## config.mk

```make
export PLATFORM = sky130hd
export DESIGN_NAME = mcrb_bank
export DESIGN_NICKNAME = d
export VERILOG_FILES = /design/src/design/mcrb_bank.v
export VERILOG_INCLUDE_DIRS = /design/src /design/src/design
export SDC_FILE = /design/constraint.sdc
export NUM_CORES = 1
export LEC_CHECK = 0
export BUFFER_PORTS_ARGS = -buffer_cell sky130_fd_sc_hd__buf_2
export CAP_MARGIN = 20
export CORE_ASPECT_RATIO = 1.25
export CORE_MARGIN = 2
export CORE_UTILIZATION = 60
export DETAILED_ROUTE_END_ITERATION = 8
export PLACE_DENSITY = 0.81
export SLEW_MARGIN = 10
export SYNTH_ARGS = -nofsm -noshare
export SYNTH_HDL_FRONTEND = slang
export SYNTH_SLANG_ARGS = --single-unit
```

## constraint.sdc

```tcl
create_clock -name clk -period 4.3 [get_ports clk]
set_clock_uncertainty 0.1 [all_clocks]
set_input_delay 0.645 -clock clk [delete_from_list [all_inputs] [get_ports clk]]
set_output_delay 0.645 -clock clk [all_outputs]
set_load 0.005 [all_outputs]
```

## src/design/mcrb_map.vh

```
`ifndef MCRB_MAP_VH
`define MCRB_MAP_VH
// ----------------------------------------
// Port register addresses
// ----------------------------------------
`define MCRB_ADDR_DLDIR 4'h5
`define MCRB_ADDR_P6DIR 4'h6
`define MCRB_ADDR_P7DIR 4'h7
`define MCRB_ADDR_SINK 4'h8
`define MCRB_ADDR_MODE 4'ha
`define MCRB_ADDR_P6PL 4'hb
`define MCRB_ADDR_P6PH 4'hc
`define MCRB_ADDR_P7PH 4'hd
`define MCRB_ADDR_SFC 4'he
`define MCRB_ADDR_IMASK 4'hf
// ----------------------------------------
// Reset values
// ----------------------------------------
`define MCRB_RST_STATUS 8'h00
`define MCRB_RST_CTRL 8'h00
`define MCRB_RST_DLDIR 8'h03
`define MCRB_RST_P6DIR 8'hff
`define MCRB_RST_P7DIR 8'h0f
`define MCRB_RST_SINK 8'h00
`define MCRB_RST_MODE 8'hc3
`define MCRB_RST_P6PL 8'h00
`define MCRB_RST_P6PH 8'h00
`define MCRB_RST_P7PH 8'h00
`define MCRB_RST_SFC 8'hf0
`define MCRB_RST_IMASK 8'h00
// ----------------------------------------
// Field positions and masks
// ----------------------------------------
`define MCRB_CTRL_WDPS_LSB 0
`define MCRB_CTRL_TMPS_LSB 3
`define MCRB_CTRL_INTDIS 6
`define MCRB_CTRL_RWAKE 7
`define MCRB_SFC_RUN 4
`define MCRB_SFC_WDEN 5
`define MCRB_SFC_WAKEDIS 6
`define MCRB_SFC_DUAL 7
`define MCRB_MODE_PS2 2'b10
`define MCRB_MASK_DLDIR 8'h03
`define MCRB_MASK_P7 8'h0f
`define MCRB_MASK_SINK 8'h33
`define MCRB_MASK_MODE 8'hc3
`define MCRB_MASK_SFC 8'hf0
`define MCRB_MASK_IMASK 8'h3f
// ----------------------------------------
// Timing: 6 MHz timer source, watchdog base
// ----------------------------------------
`define MCRB_CLK_HZ 25000000
`define MCRB_TMR_SRC_HZ 6000000
`define MCRB_TMR_BASE_CYC (`MCRB_CLK_HZ / `MCRB_TMR_SRC_HZ)
`define MCRB_WD_BASE_MS 8
`define MCRB_WD_BASE_CYC (`MCRB_CLK_HZ / 1000 * `MCRB_WD_BASE_MS)
`endif

```

## src/design/mcrb_bank.v

```verilog
`timescale 1ns/1ns
`include "mcrb_map.vh"
module mcrb_bank (
    // ----------------------------------------
    // Clock and reset
    // ----------------------------------------
    input wire clk,
    input wire rst_n,
    // ----------------------------------------
    // Instruction strobes and data bus
    // ----------------------------------------
    input wire control_read_instr,
    input wire control_write_instr,
    input wire port_register_read_instr,
    input wire port_register_write_instr,
    input wire status_write,
    input wire [3:0] port_addr,
    input wire [7:0] wr_data,
    output reg [7:0] rd_data_ff,
    input wire disable_interrupts_instr,
    input wire enable_interrupts_instr,
    input wire return_from_interrupt_instr,
    output wire [7:0] status_rd,
    // ----------------------------------------
    // General-purpose RAM
    // ----------------------------------------
    input wire ram_we,
    input wire [5:0] ram_addr,
    input wire bank_select,
    input wire [7:0] ram_wdata,
    output reg [7:0] ram_rdata_ff,
    // ----------------------------------------
    // Hardware events
    // ----------------------------------------
    input wire usb_setup_vendor,
    input wire usb_suspend_det,
    input wire usb_reset_det,
    input wire usb_suspend_level,
    input wire [1:0] data_line_pin,
    input wire wake_signal,
    input wire set_feature_rwake,
    input wire clear_feature_rwake,
    // ----------------------------------------
    // Control outputs
    // ----------------------------------------
    output wire irq,
    output wire watchdog_timeout,
    output wire [1:0] data_line_input,
    output wire [7:0] port6_input,
    output wire [3:0] port7_input,
    output wire [1:0] sink0_level_sel,
    output wire [1:0] sink1_level_sel,
    output wire [1:0] op_mode,
    output wire [1:0] slow_freq_sel,
    output wire [7:0] port6_pulldown_bit,
    output wire [7:0] port6_pullup_bit,
    output wire [3:0] port7_pullup_bit,
    output wire clock_run,
    output wire slow_clock_sel,
    output wire usb_ctrl_halt,
    output wire wake_on_change_disable,
    output wire watchdog_enable_bit,
    output wire [7:0] timer_counter
);

// ----------------------------------------
// Registers
// ----------------------------------------
reg [7:0] status_ff;
reg [7:0] nxt_status;
reg [7:0] ctrl_ff;
reg [7:0] dldir_ff;
reg [7:0] p6dir_ff;
reg [7:0] p7dir_ff;
reg [7:0] sink_ff;
reg [7:0] mode_ff;
reg [7:0] p6pl_ff;
reg [7:0] p6ph_ff;
reg [7:0] p7ph_ff;
reg [7:0] sfc_ff;
reg [7:0] imask_ff;
reg [7:0] ram_ff [0:79];
reg [1:0] dl_s1_ff;
reg [1:0] dl_s2_ff;
reg [1:0] dl_s3_ff;
reg [2:0] susp_s_ff;
reg [2:0] wake_s_ff;
reg [7:0] pre_ff;
reg [7:0] tmr_ff;
reg [4:0] base_ff;
reg [31:0] wd_ff;
reg [7:0] port_rd;
reg [6:0] ram_idx;
wire port_wr;
wire tick;
wire tmr_ovf;
wire [7:0] pre_mask;
wire [31:0] wd_limit;
wire [7:0] set_ev;
wire [15:0] pre_wide;

// ----------------------------------------
// Counts kept at 32 bits, trimmed where compared
// ----------------------------------------
localparam [31:0] tmr_base_last = `MCRB_TMR_BASE_CYC - 1;
localparam [31:0] wd_base = `MCRB_WD_BASE_CYC;

assign port_wr = port_register_write_instr;

// ----------------------------------------
// Synchronisers for pin-side inputs
// ----------------------------------------
always @(posedge clk) begin
    if (!rst_n) begin
        dl_s1_ff <= 2'h0;
        dl_s2_ff <= 2'h0;
        dl_s3_ff <= 2'h0;
        susp_s_ff <= 3'h0;
        wake_s_ff <= 3'h0;
    end else begin
        dl_s1_ff <= data_line_pin;
        dl_s2_ff <= dl_s1_ff;
        dl_s3_ff <= dl_s2_ff;
        susp_s_ff <= {susp_s_ff[1:0], usb_suspend_level};
        wake_s_ff <= {wake_s_ff[1:0], wake_signal};
    end
end

// ----------------------------------------
// Timer counter with prescaler
// ----------------------------------------
// Timer source approximated as clk / 4; 25 MHz is not a multiple of 6 MHz
assign tick = (base_ff == tmr_base_last[4:0]);
// Span is 2 to 256 ticks; code 7 needs the ninth bit before the minus one
assign pre_wide = (16'h2 << ctrl_ff[5:3]) - 16'h1;
assign pre_mask = pre_wide[7:0];
assign tmr_ovf = tick && ((pre_ff & pre_mask) == pre_mask) && (tmr_ff == 8'hff);
assign timer_counter = tmr_ff;

always @(posedge clk) begin
    if (!rst_n) begin
        base_ff <= 5'h0;
        pre_ff <= 8'h0;
        tmr_ff <= 8'h0;
    end else if (clock_run) begin
        base_ff <= tick ? 5'h0 : base_ff + 5'h1;
        if (tick) begin
            pre_ff <= ((pre_ff & pre_mask) == pre_mask) ? 8'h0 : pre_ff + 8'h1;
            if ((pre_ff & pre_mask) == pre_mask) begin
                tmr_ff <= tmr_ff + 8'h1;
            end
        end
    end
end

// ----------------------------------------
// Watchdog
// ----------------------------------------
// Count restarts on timeout, so the timeout pulse lasts one cycle
assign wd_limit = wd_base << ctrl_ff[2:0];
assign watchdog_timeout = watchdog_enable_bit && (wd_ff == wd_limit - 32'h1);

always @(posedge clk) begin
    if (!rst_n) begin
        wd_ff <= 32'h0;
    end else if (!watchdog_enable_bit || watchdog_timeout) begin
        wd_ff <= 32'h0;
    end else begin
        wd_ff <= wd_ff + 32'h1;
    end
end

// ----------------------------------------
// Interrupt status flags
// ----------------------------------------
assign set_ev[0] = tmr_ovf;
assign set_ev[1] = usb_setup_vendor;
assign set_ev[2] = usb_suspend_det;
assign set_ev[3] = usb_reset_det;
assign set_ev[4] = slow_clock_sel && susp_s_ff[2] && !susp_s_ff[1];
assign set_ev[5] = (op_mode == `MCRB_MODE_PS2) && (dl_s3_ff != dl_s2_ff);
assign set_ev[7:6] = 2'h0;

always @* begin
    nxt_status = status_ff;
    if (status_write) begin
        nxt_status = status_ff & wr_data & 8'h3f;
    end
    nxt_status = nxt_status | set_ev;
end

always @(posedge clk) begin
    if (!rst_n) begin
        status_ff <= `MCRB_RST_STATUS;
    end else begin
        status_ff <= nxt_status;
    end
end

assign status_rd = status_ff;
assign irq = |(status_ff & imask_ff) && !ctrl_ff[`MCRB_CTRL_INTDIS];

// ----------------------------------------
// Control register
// ----------------------------------------
always @(posedge clk) begin
    if (!rst_n) begin
        ctrl_ff <= `MCRB_RST_CTRL;
    end else begin
        if (control_write_instr) begin
            ctrl_ff <= wr_data;
        end
        if (disable_interrupts_instr) begin
            ctrl_ff[`MCRB_CTRL_INTDIS] <= 1'b1;
        end else if (enable_interrupts_instr || return_from_interrupt_instr) begin
            ctrl_ff[`MCRB_CTRL_INTDIS] <= 1'b0;
        end
        if (set_feature_rwake) begin
            ctrl_ff[`MCRB_CTRL_RWAKE] <= 1'b1;
        end else if (clear_feature_rwake) begin
            ctrl_ff[`MCRB_CTRL_RWAKE] <= 1'b0;
        end
    end
end

// ----------------------------------------
// Port control registers
// ----------------------------------------
always @(posedge clk) begin
    if (!rst_n) begin
        dldir_ff <= `MCRB_RST_DLDIR;
        p6dir_ff <= `MCRB_RST_P6DIR;
        p7dir_ff <= `MCRB_RST_P7DIR;
        sink_ff <= `MCRB_RST_SINK;
        mode_ff <= `MCRB_RST_MODE;
        p6pl_ff <= `MCRB_RST_P6PL;
        p6ph_ff <= `MCRB_RST_P6PH;
        p7ph_ff <= `MCRB_RST_P7PH;
        sfc_ff <= `MCRB_RST_SFC;
        imask_ff <= `MCRB_RST_IMASK;
    end else begin
        if (port_wr && port_addr == `MCRB_ADDR_DLDIR) begin
            dldir_ff <= wr_data & `MCRB_MASK_DLDIR;
        end else if (port_wr && port_addr == `MCRB_ADDR_P6DIR) begin
            p6dir_ff <= wr_data;
        end else if (port_wr && port_addr == `MCRB_ADDR_P7DIR) begin
            p7dir_ff <= wr_data & `MCRB_MASK_P7;
        end else if (port_wr && port_addr == `MCRB_ADDR_SINK) begin
            sink_ff <= wr_data & `MCRB_MASK_SINK;
        end else if (port_wr && port_addr == `MCRB_ADDR_MODE) begin
            mode_ff <= wr_data & `MCRB_MASK_MODE;
        end else if (port_wr && port_addr == `MCRB_ADDR_P6PL) begin
            p6pl_ff <= wr_data;
        end else if (port_wr && port_addr == `MCRB_ADDR_P6PH) begin
            p6ph_ff <= wr_data;
        end else if (port_wr && port_addr == `MCRB_ADDR_P7PH) begin
            p7ph_ff <= wr_data & `MCRB_MASK_P7;
        end else if (port_wr && port_addr == `MCRB_ADDR_IMASK) begin
            imask_ff <= wr_data & `MCRB_MASK_IMASK;
        end
        // Wake edge beats a same-cycle firmware clear of the run bit
        if (port_wr && port_addr == `MCRB_ADDR_SFC) begin
            sfc_ff <= wr_data & `MCRB_MASK_SFC;
        end
        if (wake_s_ff[2] && !wake_s_ff[1]) begin
            sfc_ff[`MCRB_SFC_RUN] <= 1'b1;
        end
    end
end

// ----------------------------------------
// Read paths
// ----------------------------------------
always @* begin
    if (port_addr == `MCRB_ADDR_DLDIR) begin
        port_rd = dldir_ff;
    end else if (port_addr == `MCRB_ADDR_P6DIR) begin
        port_rd = p6dir_ff;
    end else if (port_addr == `MCRB_ADDR_P7DIR) begin
        port_rd = p7dir_ff;
    end else if (port_addr == `MCRB_ADDR_SINK) begin
        port_rd = sink_ff;
    end else if (port_addr == `MCRB_ADDR_MODE) begin
        port_rd = mode_ff;
    end else if (port_addr == `MCRB_ADDR_P6PL) begin
        port_rd = p6pl_ff;
    end else if (port_addr == `MCRB_ADDR_P6PH) begin
        port_rd = p6ph_ff;
    end else if (port_addr == `MCRB_ADDR_P7PH) begin
        port_rd = p7ph_ff;
    end else if (port_addr == `MCRB_ADDR_SFC) begin
        port_rd = sfc_ff;
    end else if (port_addr == `MCRB_ADDR_IMASK) begin
        port_rd = imask_ff;
    end else begin
        port_rd = 8'h00;
    end
end

always @(posedge clk) begin
    if (!rst_n) begin
        rd_data_ff <= 8'h00;
    end else if (control_read_instr) begin
        rd_data_ff <= ctrl_ff;
    end else if (port_register_read_instr) begin
        rd_data_ff <= port_rd;
    end
end

// ----------------------------------------
// General-purpose RAM: 16 shared plus two banks of 32
// ----------------------------------------
always @* begin
    if (ram_addr[5]) begin
        // Bank 1 sits right after bank 0, above the shared 16 bytes
        ram_idx = {1'b0, bank_select, 5'h0} + {2'h0, ram_addr[4:0]} + 7'h10;
    end else begin
        ram_idx = {3'h0, ram_addr[3:0]};
    end
end

always @(posedge clk) begin
    if (ram_we && ram_addr[5:4] != 2'h0) begin
        ram_ff[ram_idx] <= ram_wdata;
    end
    ram_rdata_ff <= ram_ff[ram_idx];
end

// ----------------------------------------
// Pin and clock controls
// ----------------------------------------
assign data_line_input = dldir_ff[1:0];
assign port6_input = p6dir_ff;
assign port7_input = p7dir_ff[3:0];
assign sink0_level_sel = sink_ff[1:0];
assign sink1_level_sel = sink_ff[5:4];
assign op_mode = mode_ff[1:0];
assign slow_freq_sel = mode_ff[7:6];
assign port6_pulldown_bit = p6pl_ff;
assign port6_pullup_bit = p6ph_ff;
assign port7_pullup_bit = p7ph_ff[3:0];
assign clock_run = sfc_ff[`MCRB_SFC_RUN];
assign watchdog_enable_bit = sfc_ff[`MCRB_SFC_WDEN];
assign wake_on_change_disable = sfc_ff[`MCRB_SFC_WAKEDIS];
assign slow_clock_sel = !sfc_ff[`MCRB_SFC_DUAL];
assign usb_ctrl_halt = !sfc_ff[`MCRB_SFC_DUAL];

endmodule // mcrb_bank

```

==> results of run 1 <==
-- area by class of cell --
type,count,area (µm²)
clock inverter,42,452
timing repair buffer,257,1710
inverter,16,60.1
multi-input combinational,1292,9580
tap,727,910
fill,3502,16700
sequential,787,22200
clock buffer,94,2000
-- registers in the layout, summed over array words and instances (netlist names), 3 cells and up --
| register | cells |
|---|---|
| sink_ff | 4 |
| port6_input | 8 |
| mode_ff | 4 |
| timer_counter | 8 |
| susp_s_ff | 3 |
| sfc_ff | 4 |
| ram_rdata_ff | 8 |
| wd_ff | 32 |
| ctrl_ff | 8 |
| pre_ff | 8 |
| port6_pulldown_bit | 8 |
| imask_ff | 6 |
| wake_s_ff | 3 |
| status_rd | 6 |
| rd_data_ff | 8 |
| p7dir_ff | 4 |
| ram_ff | 640 |
| port6_pullup_bit | 8 |
| base_ff | 5 |
| p7ph_ff | 4 |
-- per-layer routing --
metal,vias to the layer above,GRT usage
li1,8990,-
met1,10400,0.385
met2,1541,0.523
met3,303,0.0609
met4,0,0.184
met5,-,0
-- critical path: stages, from the launching register on --
cell and delay (ns):
dfxtp_1 0.31, buf_4 0.19, ha_1 0.31, or4_4 0.53, xor2_1 0.15, o21ai_0 0.19
xor2_1 0.18, nand4_1 0.21, nor4_1 0.27, and2_1 0.16, buf_2 0.11
-- layout by cell type (no fill, tap or decap), types with 17 or more instances in the layout --
cell type,n
and3_1,28
nand2_1,135
nor2b_1,44
and2_1,38
buf_4,127
dfxtp_1,147
mux2i_1,102
xnor2_1,30
clkinv_2,20
a22oi_1,50
nand3_1,55
nand4_1,19
nor2_1,188
buf_2,122
o211ai_1,17
o21ai_0,60
mux2_2,57
clkbuf_16,76
nor3_1,26
edfxtp_1,640
a221oi_1,61
a21oi_1,69
mux4_2,63
xor2_1,42
-- where the power goes --
| part | internal (mW) | switching (mW) | total, mW |
|---|---|---|---|
| logic | 0.364 | 0.703 | 1.07 |
| clock network | 3.81 | 2.85 | 6.65 |
| registers | 8.29 | 0.0416 | 8.33 |
-- logic make-up (layout without fill, tap and decap cells) --
| logic type | Yosys count | in the layout |
|---|---|---|
| AND/OR/NAND/NOR | 595 | 595 |
| AO/OA/AOI/OAI | 382 | 382 |
| flip-flops | 787 | 787 |
| buffers and inverters | 165 | 409 |
| XOR/XNOR | 72 | 72 |
| adder cells (fa/ha/maj) | 18 | 18 |
| other | 1 | 2 |
| multiplexers | 223 | 223 |
-- worst max path at each step --
stage | endpoint | slack, ns
floorplan | watchdog_timeout | 1.08
global placement | ram_ff[58][7] | 0.76
detailed placement | ram_ff[58][7] | 0.71
CTS | watchdog_timeout | 0.20
global route | watchdog_timeout | 0.05
finish | watchdog_timeout | 0.34
-- repair_timing --
action | 4_1_cts | 5_1_grt
hold endpoints to repair | 0 | 0
endpoints found under the setup margin | 0 | 1
gates resized for setup | 0 | 2
==> summary.md, run 1 <==
| Metric | Value |
|---|---|
| Setup Crit Path Kind | `reg -> out` |
| Fin nets | `2493` |
| GP Congestion | `1.04` |
| Row cnt | `95` |
| Die X | `212 µm` |
| CP Launch Type | `flip-flop` |
| Top routing layer in use | `met4` |
| CTS H-tree depth | `3` |
| Yosys warning count | `0` |
| Fin. max-slew vios | `0` |
| Detailed Routing Iterations Pass 1 | `6` |
| Vias in the first global route | `21200` |
| Pwr Total | `16.1 mW` |
| Fin area | `0.0369 mm²` |
| Top cell type's share of synthesized area | `0.593` |
| RR Endpoint | `wd_ff[19]` |
| Fin crit share | `0.921` |
| Mapped cell area | `0.0324 mm²` |
| Worst vdd rail ir drop | `0.480 mV` |
| Die Footprint | `0.0559 mm²` |
| Reg2reg start | `ctrl_ff[1]` |
| Clk buf depth | `3` |
| WHS Endpoint | `ctrl_ff[6]` |
| Hold_sp | `disable_interrupts_instr` |
| First-pass GRT wire length | `130 mm` |
| Die height | `264 µm` |
| Largest family of logic cells by synthesized area | `multiplexers` |
| Compound-Gate Fraction of Synth Area | `0.0838` |
| Xor/xnor share of the synthesized area | `0.0194` |
| Worst-path maximum fanout | `12` |
| Rel. slew slack | `0.235` |
| Final Hold Fails | `0` |
| Element type at the critical path end | `output port` |
| Fin util | `0.688` |
| Reg2reg path depth | `10` |
| Max Cap Viol | `0` |
| Ys flop type | `edfxtp_1` |
| Layout Area Growth over Synthesis | `13.7%` |
| Share of the yosys chip area belonging to registers | `0.683` |
| Root Buffer | `clkbuf_16` |
| CTS Sinks | `787` |
| Setup violators final | `0` |
| Met1 WL | `30.2 mm` |
| Fin cells | `3215` |
| Synthesized instance count | `2243` |
| Fraction of registers with async set/reset | `0` |
| Gr usage total | `0.315` |
| Initial Util | `0.605` |
| Via density | `6.60` |
| Post-CTS setup buffer count | `0` |
| Grt total ovfl | `0` |
| Clock latency on the worst-skew pair | `0.63 ns` |
| Clock slew seen by the registers of the worst setup and hold paths | `0.06 ns` |
| Status | `complete, no violations` |
| DP Area | `0.0344 mm²` |
| Distinct cells, synth | `73` |
| P per Cell Area | `435 mW/mm²` |
| List of most frequent post-synthesis cells | `edfxtp_1 (640), nor2_1 (190), dfxtp_1 (147)` |
| Hold Slack | `0.133 ns` |
| Placed Cells | `3077` |
| Register bit count reported by yosys | `787` |
| CP required | `3.56 ns` |
| Post-synthesis adder-cell area fraction | `0.00718` |
| Layout cells sized above 1 | `0.207` |
| CTS Buf Count | `74` |
| P_leak | `12.8 nW` |
| Setup crit start | `ctrl_ff[1]` |
| Setup TNS | `0 ns` |
| Ports | `128` |
| IO buf count | `125` |
| Synth area leader | `edfxtp_1` |
| CORE AREA | `0.0536 mm²` |
| Most frequent cell after synthesis | `edfxtp_1` |
| Simple-gate portion of the synthesized area | `0.0884` |
| Slew @ Worst Pin | `1.15 ns` |
| Fmax | `252 MHz` |
| Initial antenna violation count | `0` |
| Via Count | `21200` |
| Total wire length | `87.7 mm` |
| Ant. Diodes | `0` |
| Worst endpoint data arrival time | `3.22 ns` |
| Worst slack at placement | `0.713 ns` |
| WL met3 | `8.96 mm` |
| Largest net degree at the start of global routing | `70` |
| Mux contribution to synthesized area | `0.0955` |
| Hold path cells | `2` |
| RSZ-0062 raised after global routing | `false` |
| Post-route ant nets | `0` |
| Hold Path Class | `in -> reg` |
| Avg Inst Size Synth | `14.5 µm²` |
| DP HPWL | `56.0 mm` |
| Drt drc | `0` |
| Slack of the critical path | `0.339 ns` |
| Main area contributors after synthesis | `edfxtp_1 (59%), dfxtp_1 (9.1%), mux4_2 (4.4%)` |
| # hold bufs at CTS | `0` |
| Post-route minimum period | `3.96 ns` |
| DR iter-0 viols | `3076` |
| Wire length per cell | `27.3 µm` |
| Met2 wire length | `43.4 mm` |
| Reg-to-reg slack, setup | `1.25 ns` |
| Number of synthesized flops with an enable pin | `640` |
| CTS tree | `done` |
No activity file was read; power rests on OpenSTA's default activity.
==> run 2, diff against run 1 <==
Settings changed: CTS_BUF_LIST set to sky130_fd_sc_hd__clkbuf_4 sky130_fd_sc_hd__clkbuf_8.
==> summary.md, run 2 (same netlist as run 1, synthesis figures left out) <==
| Metric | Value |
|---|---|
| P per Cell Area | `419 mW/mm²` |
| Setup TNS | `0 ns` |
| Setup violators final | `0` |
| Row cnt | `95` |
| Grt total ovfl | `0` |
| Ordered list of cells on the worst path | `buf_4, ha_1, mux2_4, nor4b_2, a31oi_1, o21bai_1, a211oi_2, nor4_2, and2_1, buf_2` |
| Most frequent cells in the layout | `edfxtp_1 (640), nor2_1 (188), dfxtp_1 (147)` |
| Clk buf depth | `3` |
| DP HPWL | `56.0 mm` |
| Initial antenna violation count | `0` |
| Root Buffer | `clkbuf_8` |
| Total wire length | `86.9 mm` |
| Post-route minimum period | `4.04 ns` |
| Ports | `128` |
| Fin util | `0.687` |
| Worst slack at placement | `0.713 ns` |
| Slack of the critical path | `0.261 ns` |
| Post-route ant nets | `0` |
| Post-CTS setup buffer count | `0` |
| WP buf/inv | `2` |
| Final Hold Fails | `0` |
| Worst stage delay on the critical path | `0.38 ns` |
| P_leak | `12.8 nW` |
| Ant. Diodes | `0` |
| First-pass GRT wire length | `129 mm` |
| Detailed Routing Iterations Pass 1 | `6` |
| Largest reg by FF count | `ram_ff` |
| Via Count | `21300` |
| Fin area | `0.0368 mm²` |
| Fin cells | `3299` |
| Hold Path Class | `in -> reg` |
| Gr usage total | `0.312` |
| Biggest registers after layout | `ram_ff x640, wd_ff x32` |
| Initial Util | `0.605` |
| Placed Cells | `3077` |
| Die Footprint | `0.0559 mm²` |
| Drt drc | `0` |
| Worst endpoint data arrival time | `3.29 ns` |
| Max reg flops | `640` |
| Via density | `6.47` |
| DP Area | `0.0344 mm²` |
| Fin nets | `2538` |
| CTS H-tree depth | `3` |
| Hold Slack | `0.0621 ns` |
| DR iter-0 viols | `2986` |
| Die X | `212 µm` |
| IO buf count | `125` |
| Pwr Total | `15.4 mW` |
| CTS Sinks | `787` |
| Fmax | `248 MHz` |
| Fin crit share | `0.939` |
| CP required | `3.56 ns` |
| Layout cells sized above 1 | `0.227` |
| Vias in the first global route | `21200` |
| Clock slew seen by the registers of the worst setup and hold paths | `0.06 ns` |
| CORE AREA | `0.0536 mm²` |
| Slew @ Worst Pin | `1.08 ns` |
| Worst-path maximum fanout | `13` |
| Element type at the critical path end | `output port` |
| GP Congestion | `1.04` |
| CP Launch Type | `flip-flop` |
| Status | `complete, no violations` |
| Die height | `264 µm` |
| Hold path cells | `2` |
| CTS tree | `done` |
| Rel. slew slack | `0.281` |
| Setup Crit Path Kind | `reg -> out` |
| CP max-delay cell | `a211oi_2` |
| Top cell family by delay on the critical path | `compound AO/OA/AOI/OAI gates` |
| Fin. max-slew vios | `0` |
| CTS Buf Count | `113` |
| Largest net degree at the start of global routing | `70` |
| Layout Area Growth over Synthesis | `13.6%` |
| Crit path depth | `10` |
| Clock latency on the worst-skew pair | `0.73 ns` |
| Reg2reg path depth | `10` |
| Most common cell after layout, fill and taps aside | `edfxtp_1` |
| Wire length per cell | `26.3 µm` |
| Worst vdd rail ir drop | `0.419 mV` |
| RSZ-0062 raised after global routing | `false` |
| Max Cap Viol | `0` |
[run 2: layer usage]
layer,global-route usage,share of wire
met5,0,0
met4,0.181,0.062
met3,0.0653,0.10
met2,0.512,0.48
met1,0.386,0.35
[run 2: path summary, 6_finish.rpt]
path                    startpoint                to  slack, ns
hold reg to reg       susp_s_ff[0]      susp_s_ff[1]       0.33
setup / recovery        ctrl_ff[0]  watchdog_timeout       0.26
hold / removal    data_line_pin[0]       dl_s1_ff[0]       0.06
setup reg to reg        ctrl_ff[1]         wd_ff[11]       1.24
[run 2: report_power, final]
group	leakage, nW	total (mW)	switching [mW]	internal, mW
Clock	1.23	6.01	2.83	3.19
Sequential	6.95	8.34	0.0414	8.29
Combinational	4.63	1.07	0.705	0.370
Total	12.8	15.4	3.58	11.8
[run 2: area by class of cell]
class                   instances  area (µm²)
repair buffers                263        1780
flip-flops and latches        787       22200
fillers                      3513       16800
clock buffers                 155        1900
inverters                      16        60.1
multi-input cells            1292        9600
well taps                     727         910
clock inverters                59         423
[run 2: worst register-to-register path, stage by stage, from the launching register on]
cell and delay, ns:
dfxtp_1 0.31, buf_4 0.18, ha_1 0.30, or4_4 0.52, xor2_1 0.15, o21ai_0 0.19
xor2_1 0.18, nand4_1 0.23, o41ai_4 0.34, buf_4 0.33, nor2_1 0.10
[run 2: repair_timing]
action                     CTS  global route
hold buffers                 5             0
setup endpoints to repair    0             1
gates resized for setup      0             6
hold endpoints to repair     5             0
